**src/timer_compare_defines.vh**
```
// constants for the timer compare unit
`ifndef TIMER_COMPARE_DEFINES_VH
`define TIMER_COMPARE_DEFINES_VH
`define TCU_WIDTH 16
`define TCU_MODE_OFF 4'h0
`define TCU_MODE_TOGGLE 4'h2
`define TCU_MODE_SET 4'h8
`define TCU_MODE_CLEAR 4'h9
`define TCU_MODE_SWINT 4'hA
`define TCU_MODE_SPECIAL 4'hB
`define TCU_COUNT_RESET 16'h0000
`define TCU_MODE_RESET 4'h0
`endif

```
**src/timer_compare_unit.v**
```verilog
// compare unit: value register matched against timer pair, pin and event actions
// Functional notes
// - compare 16-bit value against timer pair continuously; equality is a match.
// - mode field picks toggle, set, clear, special trigger or interrupt-only action.
// - every active mode raises the compare interrupt flag on a match.
// - mode 1010 raises interrupt only; pin stays under port control.
// - mode 1011 issues special trigger; pin stays under port control.
// - special trigger clears both timer bytes without setting overflow flag.
// - special trigger starts a conversion only when converter is enabled.
// - special trigger output asserts combinationally in the match cycle.
// - timer reset from trigger happens on the next timer tick edge.
// - if the match vanishes before that tick, no timer reset occurs.
// - clearing whole control register forces compare output latch low.
`timescale 1ns/1ps
`include "timer_compare_defines.vh"
module timer_compare_unit #(
  parameter WIDTH = `TCU_WIDTH
) (
  // clock and reset
  input wire SYS_CLK_IN,
  input wire NRST_IN,
  // control register
  input wire [7:0] CONTROL_WDATA_IN,
  input wire CONTROL_WE_IN,
  // compare value pair writes
  input wire [7:0] VALUE_WDATA_IN,
  input wire VALUE_LOW_WE_IN,
  input wire VALUE_HIGH_WE_IN,
  // timer writes and tick
  input wire TIMER_TICK_IN,
  input wire [7:0] TIMER_WDATA_IN,
  input wire TIMER_LOW_WE_IN,
  input wire TIMER_HIGH_WE_IN,
  input wire TIMER_OVF_CLEAR_IN,
  // flags and converter
  input wire COMPARE_FLAG_CLEAR_IN,
  input wire ADC_ENABLE_IN,
  input wire ADC_DONE_IN,
  // port side of the pin
  input wire PORT_DATA_IN,
  input wire PIN_DIRECTION_BIT_IN,
  // outputs
  output wire [3:0] COMPARE_MODE_FIELD_OUT,
  output wire [WIDTH-1:0] COMPARE_VALUE_PAIR_OUT,
  output wire [WIDTH-1:0] TIMER_ONE_COUNT_OUT,
  output wire TIMER_OVERFLOW_FLAG_OUT,
  output wire COMPARE_FLAG_OUT,
  output wire SPECIAL_TRIGGER_OUT,
  output wire ADC_GO_OUT,
  output wire COMPARE_LATCH_OUT,
  output wire COMPARE_OUTPUT_PIN_OUT,
  output wire COMPARE_OUTPUT_PIN_OE_OUT
);
  // ==========================================================
  // registers
  reg [7:0] control_ff;
  reg [WIDTH-1:0] value_ff;
  reg latch_ff;
  reg nxt_latch;
  reg flag_ff;
  reg match_seen_ff;
  reg adc_go_ff;
  wire [3:0] mode = control_ff[3:0];
  wire [WIDTH-1:0] count;
  wire match;
  wire pin_mode;
  wire special_mode;
  wire active_mode;
  wire match_edge;
  always @(posedge SYS_CLK_IN or negedge NRST_IN) begin
    if (!NRST_IN) begin
      control_ff <= 8'h00;
      value_ff <= {WIDTH{1'b0}};
    end else begin
      if (CONTROL_WE_IN) begin
        control_ff <= CONTROL_WDATA_IN;
      end
      if (VALUE_LOW_WE_IN) begin
        value_ff[7:0] <= VALUE_WDATA_IN;
      end
      if (VALUE_HIGH_WE_IN) begin
        value_ff[WIDTH-1:8] <= VALUE_WDATA_IN[WIDTH-9:0];
      end
    end
  end
  // ==========================================================
  // match detection and mode decode
  assign match = (count == value_ff);
  assign special_mode = (mode == `TCU_MODE_SPECIAL);
  assign pin_mode = (mode == `TCU_MODE_TOGGLE) || (mode == `TCU_MODE_SET) ||
                    (mode == `TCU_MODE_CLEAR);
  assign active_mode = pin_mode || special_mode || (mode == `TCU_MODE_SWINT);
  // one event per match episode so a held match acts only once
  assign match_edge = active_mode && match && !match_seen_ff;
  // trigger is combinational on the live compare result
  assign SPECIAL_TRIGGER_OUT = special_mode && match;
  // ==========================================================
  // timer pair; reset taken on the next tick only while match still holds
  timer_count_pair #(
    .WIDTH(WIDTH)
  ) u_timer (
    .clk_in(SYS_CLK_IN),
    .nrst_in(NRST_IN),
    .tick_in(TIMER_TICK_IN),
    .special_reset_in(SPECIAL_TRIGGER_OUT),
    .load_low_in(TIMER_LOW_WE_IN),
    .load_high_in(TIMER_HIGH_WE_IN),
    .load_data_in(TIMER_WDATA_IN),
    .ovf_clear_in(TIMER_OVF_CLEAR_IN),
    .count_out(count),
    .ovf_flag_out(TIMER_OVERFLOW_FLAG_OUT)
  );
  // ==========================================================
  // compare output latch
  always @* begin
    nxt_latch = latch_ff;
    if (CONTROL_WE_IN && CONTROL_WDATA_IN == 8'h00) begin
      nxt_latch = 1'b0;
    end else if (match_edge) begin
      case (mode)
        `TCU_MODE_TOGGLE: begin
          nxt_latch = ~latch_ff;
        end
        `TCU_MODE_SET: begin
          nxt_latch = 1'b1;
        end
        `TCU_MODE_CLEAR: begin
          nxt_latch = 1'b0;
        end
        default: begin
          nxt_latch = latch_ff;
        end
      endcase
    end
  end
  // ==========================================================
  // flags and conversion start
  always @(posedge SYS_CLK_IN or negedge NRST_IN) begin
    if (!NRST_IN) begin
      latch_ff <= 1'b0;
      flag_ff <= 1'b0;
      match_seen_ff <= 1'b0;
      adc_go_ff <= 1'b0;
    end else begin
      latch_ff <= nxt_latch;
      match_seen_ff <= match && active_mode;
      // set wins over clear
      flag_ff <= match_edge | (flag_ff & ~COMPARE_FLAG_CLEAR_IN);
      if (SPECIAL_TRIGGER_OUT && !match_seen_ff && ADC_ENABLE_IN) begin
        adc_go_ff <= 1'b1;
      end else if (ADC_DONE_IN || !ADC_ENABLE_IN) begin
        adc_go_ff <= 1'b0;
      end
    end
  end
  // ==========================================================
  // outputs; pin carries latch in pin modes, port data otherwise; enable is the inverted direction bit in every mode
  assign COMPARE_MODE_FIELD_OUT = mode;
  assign COMPARE_VALUE_PAIR_OUT = value_ff;
  assign TIMER_ONE_COUNT_OUT = count;
  assign COMPARE_FLAG_OUT = flag_ff;
  assign ADC_GO_OUT = adc_go_ff;
  assign COMPARE_LATCH_OUT = latch_ff;
  assign COMPARE_OUTPUT_PIN_OUT = pin_mode ? latch_ff : PORT_DATA_IN;
  assign COMPARE_OUTPUT_PIN_OE_OUT = ~PIN_DIRECTION_BIT_IN;
endmodule

```
**src/timer_count_pair.v**
```verilog
// 16-bit timer pair with load, tick, special-event reset and overflow flag
`timescale 1ns/1ps
`include "timer_compare_defines.vh"
module timer_count_pair #(
  parameter WIDTH = `TCU_WIDTH
) (
  // clock and reset
  input wire clk_in,
  input wire nrst_in,
  // control
  input wire tick_in,
  input wire special_reset_in,
  input wire load_low_in,
  input wire load_high_in,
  input wire [7:0] load_data_in,
  input wire ovf_clear_in,
  // state
  output wire [WIDTH-1:0] count_out,
  output wire ovf_flag_out
);
  reg [WIDTH-1:0] count_ff;
  reg [WIDTH-1:0] nxt_count;
  reg ovf_ff;
  reg nxt_ovf;
  always @* begin
    nxt_count = count_ff;
    nxt_ovf = ovf_ff & ~ovf_clear_in;
    if (load_low_in) begin
      nxt_count[7:0] = load_data_in;
    end else if (load_high_in) begin
      nxt_count[WIDTH-1:8] = load_data_in[WIDTH-9:0];
    end else if (tick_in) begin
      if (special_reset_in) begin
        // special event reset never raises the overflow flag
        nxt_count = {WIDTH{1'b0}};
      end else begin
        nxt_count = count_ff + {{(WIDTH-1){1'b0}}, 1'b1};
        if (&count_ff) begin
          nxt_ovf = 1'b1;
        end
      end
    end
  end
  always @(posedge clk_in or negedge nrst_in) begin
    if (!nrst_in) begin
      count_ff <= `TCU_COUNT_RESET;
      ovf_ff <= 1'b0;
    end else begin
      count_ff <= nxt_count;
      ovf_ff <= nxt_ovf;
    end
  end
  assign count_out = count_ff;
  assign ovf_flag_out = ovf_ff;
endmodule
```
**config.mk**
```make
export PLATFORM = sky130hd
export DESIGN_NAME = timer_compare_unit
export DESIGN_NICKNAME = d
export VERILOG_FILES = /design/src/timer_compare_unit.v /design/src/timer_count_pair.v
export VERILOG_INCLUDE_DIRS = /design/src /design/src/src
export SDC_FILE = /design/constraint.sdc
export NUM_CORES = 1
export LEC_CHECK = 0
export BUFFER_PORTS_ARGS = -buffer_cell sky130_fd_sc_hd__buf_2
export CORE_ASPECT_RATIO = 1.2
export CORE_UTILIZATION = 40
export DETAILED_ROUTE_END_ITERATION = 16
export MAX_ROUTING_LAYER = met4
export PLACE_DENSITY = 0.66
export SLEW_MARGIN = 20
export SYNTH_ARGS = -nofsm -noshare
export SYNTH_HDL_FRONTEND = slang
export SYNTH_SLANG_ARGS = --single-unit
```
**constraint.sdc**
```tcl
create_clock -name SYS_CLK_IN -period 6.1 [get_ports SYS_CLK_IN]
set_input_delay 0.305 -clock SYS_CLK_IN [delete_from_list [all_inputs] [get_ports SYS_CLK_IN]]
set_output_delay 0.305 -clock SYS_CLK_IN [all_outputs]
set_load 0.02 [all_outputs]
```
==> results of run 1 <==
## flip-flops by register name (all words and copies together), names as in the netlist
name	flops
COMPARE_VALUE_PAIR_OUT	16
u_timer.count_out	16
control_ff	4
ADC_GO_OUT	1
COMPARE_FLAG_OUT	1
COMPARE_LATCH_OUT	1
match_seen_ff	1
u_timer.ovf_flag_out	1
## cells in the mapped netlist, types with 4 or more instances
library cell,n
nand4_1,5
xnor2_1,6
nand2_1,23
a221o_1,5
nor2b_1,5
and3_1,5
xor2_1,9
mux2_2,18
a22o_1,5
clkbuf_1,8
or4_1,4
o21ai_0,14
nand3_1,9
dfrtp_1,41
inv_1,9
a21oi_1,11
nor2_1,9
## cells by family (layout without fill, tap and decap cells)
| kind of cell | after synthesis | in the layout | share of synthesized area |
|---|---|---|---|
| adders and majority gates | 1 | 1 | 0.00527 |
| and+or+nand+nor | 85 | 85 | 0.209 |
| xor gates and xnor gates | 16 | 16 | 0.0622 |
| buffers and inverters | 22 | 97 | 0.0464 |
| DFF | 41 | 41 | 0.432 |
| AOI/OAI and AO/OA | 55 | 55 | 0.160 |
| muxes | 18 | 18 | 0.0854 |
## area by class of cell
type	count	area, um^2	share of cell area
Inverter	9	33.8	0.0116
Timing Repair Buffer	80	400	0.137
Multi-Input combinational cell	175	1240	0.425
Clock inverter	1	30.0	0.0103
Sequential cell	41	1030	0.352
Clock buffer	7	86.3	0.0296
Tap cell	80	100	0.0343
## routing by layer
metal / wire length [um] / up-vias
li1: - / 1028
met1: 2850 / 1002
met2: 2860 / 69
met3: 312 / 7
met4: 72 / 0
met5: 0 / -
## placed cells by master (no fill, tap or decap), types with 6 or more instances in the layout
master	Yosys	routed
xor2_1	9	9
nor2_1	9	9
clkbuf_8	0	6
nand2_1	23	23
inv_1	9	9
buf_2	1	80
dfrtp_1	41	41
xnor2_1	6	6
nand3_1	9	9
a21oi_1	11	11
mux2_2	18	18
o21ai_0	14	14
## metrics by stage
step                      setup slack, ns  instances  instance area [um^2]
after floorplan                      3.82        238                  2370
after global placement               3.65        385                  2800
after detailed placement             3.59        385                  2800
after CTS                            3.44        393                  2910
after global routing                 3.27        393                  2910
final                                3.42        393                  2910
## worst paths after layout
kind                       cells past startpoint                          to  slack (ns)                 start
min                                            1        u_timer.count_out[7]        0.14               NRST_IN
min in group SYS_CLK_IN                        2        u_timer.ovf_flag_out        0.17    TIMER_OVF_CLEAR_IN
max in group asynchronous                      1  COMPARE_VALUE_PAIR_OUT[13]        5.37               NRST_IN
min reg2reg                                    2            COMPARE_FLAG_OUT        0.54      COMPARE_FLAG_OUT
max reg2reg                                    6       u_timer.count_out[13]        3.53  u_timer.count_out[3]
max                                            5         SPECIAL_TRIGGER_OUT        3.42  u_timer.count_out[3]
## power breakdown
group          switching, uW  internal, uW
registers               48.6           300
clock network           95.9           134
logic                    109          81.9
total                    254           516
==> run summary, run 1 <==
Gr busiest metal = met2
Number of global-route vias before repair = 1987
Buf/Inv on CP = 1
Vias = 2106
DR WL/cell = 15.5 um
Worst path max stage delay = 0.47 ns
GP Congestion = 0.852
Remaining antenna violation count = 0
Ranking of synthesized cells by area = dfrtp_1 43%, mux2_2 8.5%, nand2_1 3.6%, xor2_1 3.3%, o21ai_0 3.0%
Top_reg_cell synth = dfrtp_1
Root Driver = clkbuf_8
Global-route wire length before repair = 9940 um
HP Class = in2async
DR vias/cell = 5.36
Post-route total power = 769 uW
Status = finished clean
Die height = 86.4 um
CTS Buffer Depth = 2
M2 GR Usage = 0.331
Mapped Area = 2370 um^2
Period minus WS final = 2.68 ns
Total Nets Final = 351
CTS H-Tree Depth = 2
Max-cap violations = 0
Worst-path cell chain = xor2_1 -> nor4_2 -> nand3_1 -> nor2_2 -> buf_2
DR iter-0 viols = 162
PostCTS Resize Cnt = 0
Met3 usage = 0.0407
Yosys cell types = 47
Rows = 30
GRT met1 Usage = 0.286
Post-CTS Setup Repair Bufs = 0
F_max = 373 MHz
Pleak = 0.00132 uW
Slew headroom = 0.380
Async SR Flop Fraction = 1.00
Pre-antenna DRT Iters = 4
CP Data Arrival Time = 2.38 ns
Hold Buf Count CTS = 0
Mapped Cells = 238
Skew final = 0.0142 ns
Crit-path leading delay family = simple AND/OR/NAND/NOR gates
Dominant cell type by area after synthesis = dfrtp_1
Die ar. = 6250 um^2
Final worst-path cycle share = 0.440
Grt total ovfl = 0
Worst Path Max Fanout = 9
Synthesized net count = 277
ANT cells = 0
#FFs+latches synth = 41
Port bufs = 80
Pins over their slew limit = 0
Largest net degree at the start of global routing = 42
Mean Syn Cell Area = 9.97 um^2
Placed wire-length estimate = 4580 um
Fin Hold WS = 0.143 ns
CP startpoint kind = flop
Cts bufs inserted = 5
Die Span X = 72.3 um
TritonCTS clock tree = yes
# setup viols final = 0
Initial Util = 0.416
GRT Total Usage = 0.213
Antenna violations before repair = 0
PD cells = 264 nW/um^2
Finished Core Util = 0.511
IO Pins = 81
Worst slew pin tran = 0.929 ns
YS warnings = 0
Post-synth EDFFs = 0
VDD IR max = 0.000143 V
DR DRC count = 0
Core box area = 5710 um^2
CTS sink count = 41
CP Class = reg2out
Share of post-route cells with drive strength above 1 = 0.367
Seq/Total Area, Yosys = 0.432
Area growth syn-to-layout = 22.8%
Final hold violations = 0
CP endpoint kind = output port
Critical Path RT = 5.79 ns
Clock Latency Late Sink = 0.30 ns
Fillers = 554
Fin Setup TNS = 0 ns
RSZ-0062 raised after global routing = false
Worst path slowest cell = dfrtp_1
Final WL = 6090 um
Clock transition at the registers of the reported paths = 0.09 ns
Post-synth top area share = 0.432
Note: power is estimated with default switching activity, not from simulation.
==> run 2, diff against run 1 <==
==> constraint.sdc (replaced) <==
create_clock -name SYS_CLK_IN -period 2.5 [get_ports SYS_CLK_IN]
set_input_delay 0.125 -clock SYS_CLK_IN [delete_from_list [all_inputs] [get_ports SYS_CLK_IN]]
set_output_delay 0.125 -clock SYS_CLK_IN [all_outputs]
set_load 0.02 [all_outputs]
==> run 2 against run 1 <==
  * Combinational power grew to 2.7 times the previous value
  * Clock power increased by 140%
  * Final cell count increased by 3.6%
  * Largest power group unchanged
  * Count of clock-buffer cells in the layout is 2 lower
  * Highest routed layer unchanged
  * Largest cell class unchanged
==> run summary, run 2 (synthesized netlist as in run 1, its figures left out) <==
Status = finished clean
Fillers = 555 (+0.18%)
Port bufs = 80 (unchanged)
Die height = 86.4 um (unchanged)
# setup viols final = 0 (unchanged)
DR WL/cell = 15.2 um (-2.1%)
Share of post-route cells with drive strength above 1 = 0.390 (+0.0222)
GP Congestion = 0.854 (+0.22%)
Worst Slack Setup Final = 0.257 ns (-3.16 ns)
CTS H-Tree Depth = 2 (unchanged)
Grt total ovfl = 0 (unchanged)
Clock transition at the registers of the reported paths = 0.08 ns (about the same)
DR vias/cell = 5.39 (+0.60%)
PD cells = 625 nW/um^2 (+140%)
Worst slew pin tran = 0.931 ns (+0.00121 ns)
Cts bufs inserted = 5 (unchanged)
Pins over their slew limit = 0 (unchanged)
Rows = 30 (unchanged)
Footprint of the multi-input gates = 1240 um^2 (+0.40%)
VDD IR max = 0.000345 V (+140%)
Worst Path Max Fanout = 9 (unchanged)
Placed wire-length estimate = 4780 um (+4.3%)
Critical Path RT = 2.38 ns (-3.41 ns)
Place WS = 0.289 ns (-3.30 ns)
RSZ-0062 raised after global routing = false
Core box area = 5710 um^2 (unchanged)
Pleak = 0.00138 uW (+4.4%)
Register area = 1030 um^2 (unchanged)
CP startpoint kind = flop
Pre-antenna DRT Iters = 4 (unchanged)
Final worst-path cycle share = 0.897
Most frequent cells in the layout = 80 x buf_2, 41 x dfrtp_1, 23 x nand2_1
IO Pins = 81 (unchanged)
Vias = 2194 (+4.2%)
CP Data Arrival Time = 2.12 ns (-0.26 ns)
Global-route wire length before repair = 9980 um (+0.48%)
Area growth syn-to-layout = 27.4%
Die ar. = 6250 um^2 (unchanged)
Number of global-route vias before repair = 2001 (+0.70%)
CP Class = reg2out
Remaining antenna violation count = 0 (unchanged)
Final WL = 6180 um (+1.4%)
Period minus WS final = 2.24 ns
Commonest non-fill, non-tap cell in the layout = buf_2
Final hold violations = 0 (unchanged)
Largest net degree at the start of global routing = 42 (unchanged)
DR DRC count = 0 (unchanged)
CP endpoint kind = output port
Die Span X = 72.3 um (unchanged)
Clock Latency Late Sink = 0.30 ns (about the same)
Slew headroom = 0.380 (-0.000805)
GRT Total Usage = 0.213 (-0.000557)
Total Nets Final = 364 (+3.7%)
Post-DP Area = 2880 um^2 (+3.0%)
Fin Setup TNS = 0 ns (unchanged)
Max-cap violations = 0 (unchanged)
Final instance area = 3020 um^2 (+3.7%)
Antenna violations before repair = 1 (+1)
TritonCTS clock tree = yes
F_max = 446 MHz
Initial Util = 0.416 (unchanged)
CTS sink count = 41 (unchanged)
HP Class = in2reg
Skew final = 0.0118 ns (-0.00242 ns)
Root Driver = clkbuf_8
DR iter-0 viols = 188 (+16%)
CTS Buffer Depth = 2 (unchanged)
run 2: per-layer routing:
metal  share of wire  track usage  up-vias
met2            0.45        0.326       86
met5               0            -        -
li1                -            -     1052
met4           0.015       0.0553        0
met3           0.058       0.0395        8
met1            0.47        0.290     1048
run 2: through the flow:
step	std cells	total power (uW)	utilization	hold slack, ns
after global routing	407	1990	0.530	0.0138
after detailed placement	396	1360	0.505	0.316
after global placement	396	1350	0.505	0.321
after CTS	406	1910	0.529	0.00922
final	407	1890	0.530	0.0144
after floorplan	238	1160	-	-0.171
run 2: what timing repair did:
item / in CTS / in global routing
hold endpoints to repair: 15 / 0
endpoints found under the setup margin: 0 / 1
gates resized for setup: 0 / 1
hold buffers: 2 / 0
buffers inserted: 0 / 0
run 2: area by class of cell:
| cell class | count | share of cell area |
|---|---|---|
| multi-input cells | 175 | 0.411 |
| flip-flops and latches | 41 | 0.339 |
| repair buffers | 93 | 0.166 |
| well taps | 80 | 0.0331 |
| clock buffers | 5 | 0.0228 |
| clock inverters | 3 | 0.0153 |
| inverters | 9 | 0.0112 |
| diodes | 1 | 0.000828 |
run 2: final timing paths:
check	depth (start not counted)	from	end	slack [ns]
worst max register to register	6	u_timer.count_out[13]	COMPARE_LATCH_OUT	0.29
worst min-delay path	2	COMPARE_FLAG_CLEAR_IN	COMPARE_FLAG_OUT	0.01
max in group asynchronous	2	NRST_IN	COMPARE_VALUE_PAIR_OUT[13]	1.41
min in group asynchronous	2	NRST_IN	ADC_GO_OUT	0.51
worst min register to register	2	COMPARE_FLAG_OUT	COMPARE_FLAG_OUT	0.53
worst max-delay path	5	u_timer.count_out[3]	SPECIAL_TRIGGER_OUT	0.26
run 2: worst max-delay path, stage by stage (launching register included):
cell and delay, ns:
dfrtp_1 0.47, xor2_1 0.18, nor4_2 0.35, nand3_1 0.30, nor2_4 0.30, buf_2 0.22
run 2: where the power goes:
group | leakage [uW] | internal (uW) | switching, uW | total (uW)
logic | 0.000836 | 224 | 290 | 514
registers | 0.000490 | 733 | 102 | 835
clock network | 0.0000544 | 299 | 241 | 540
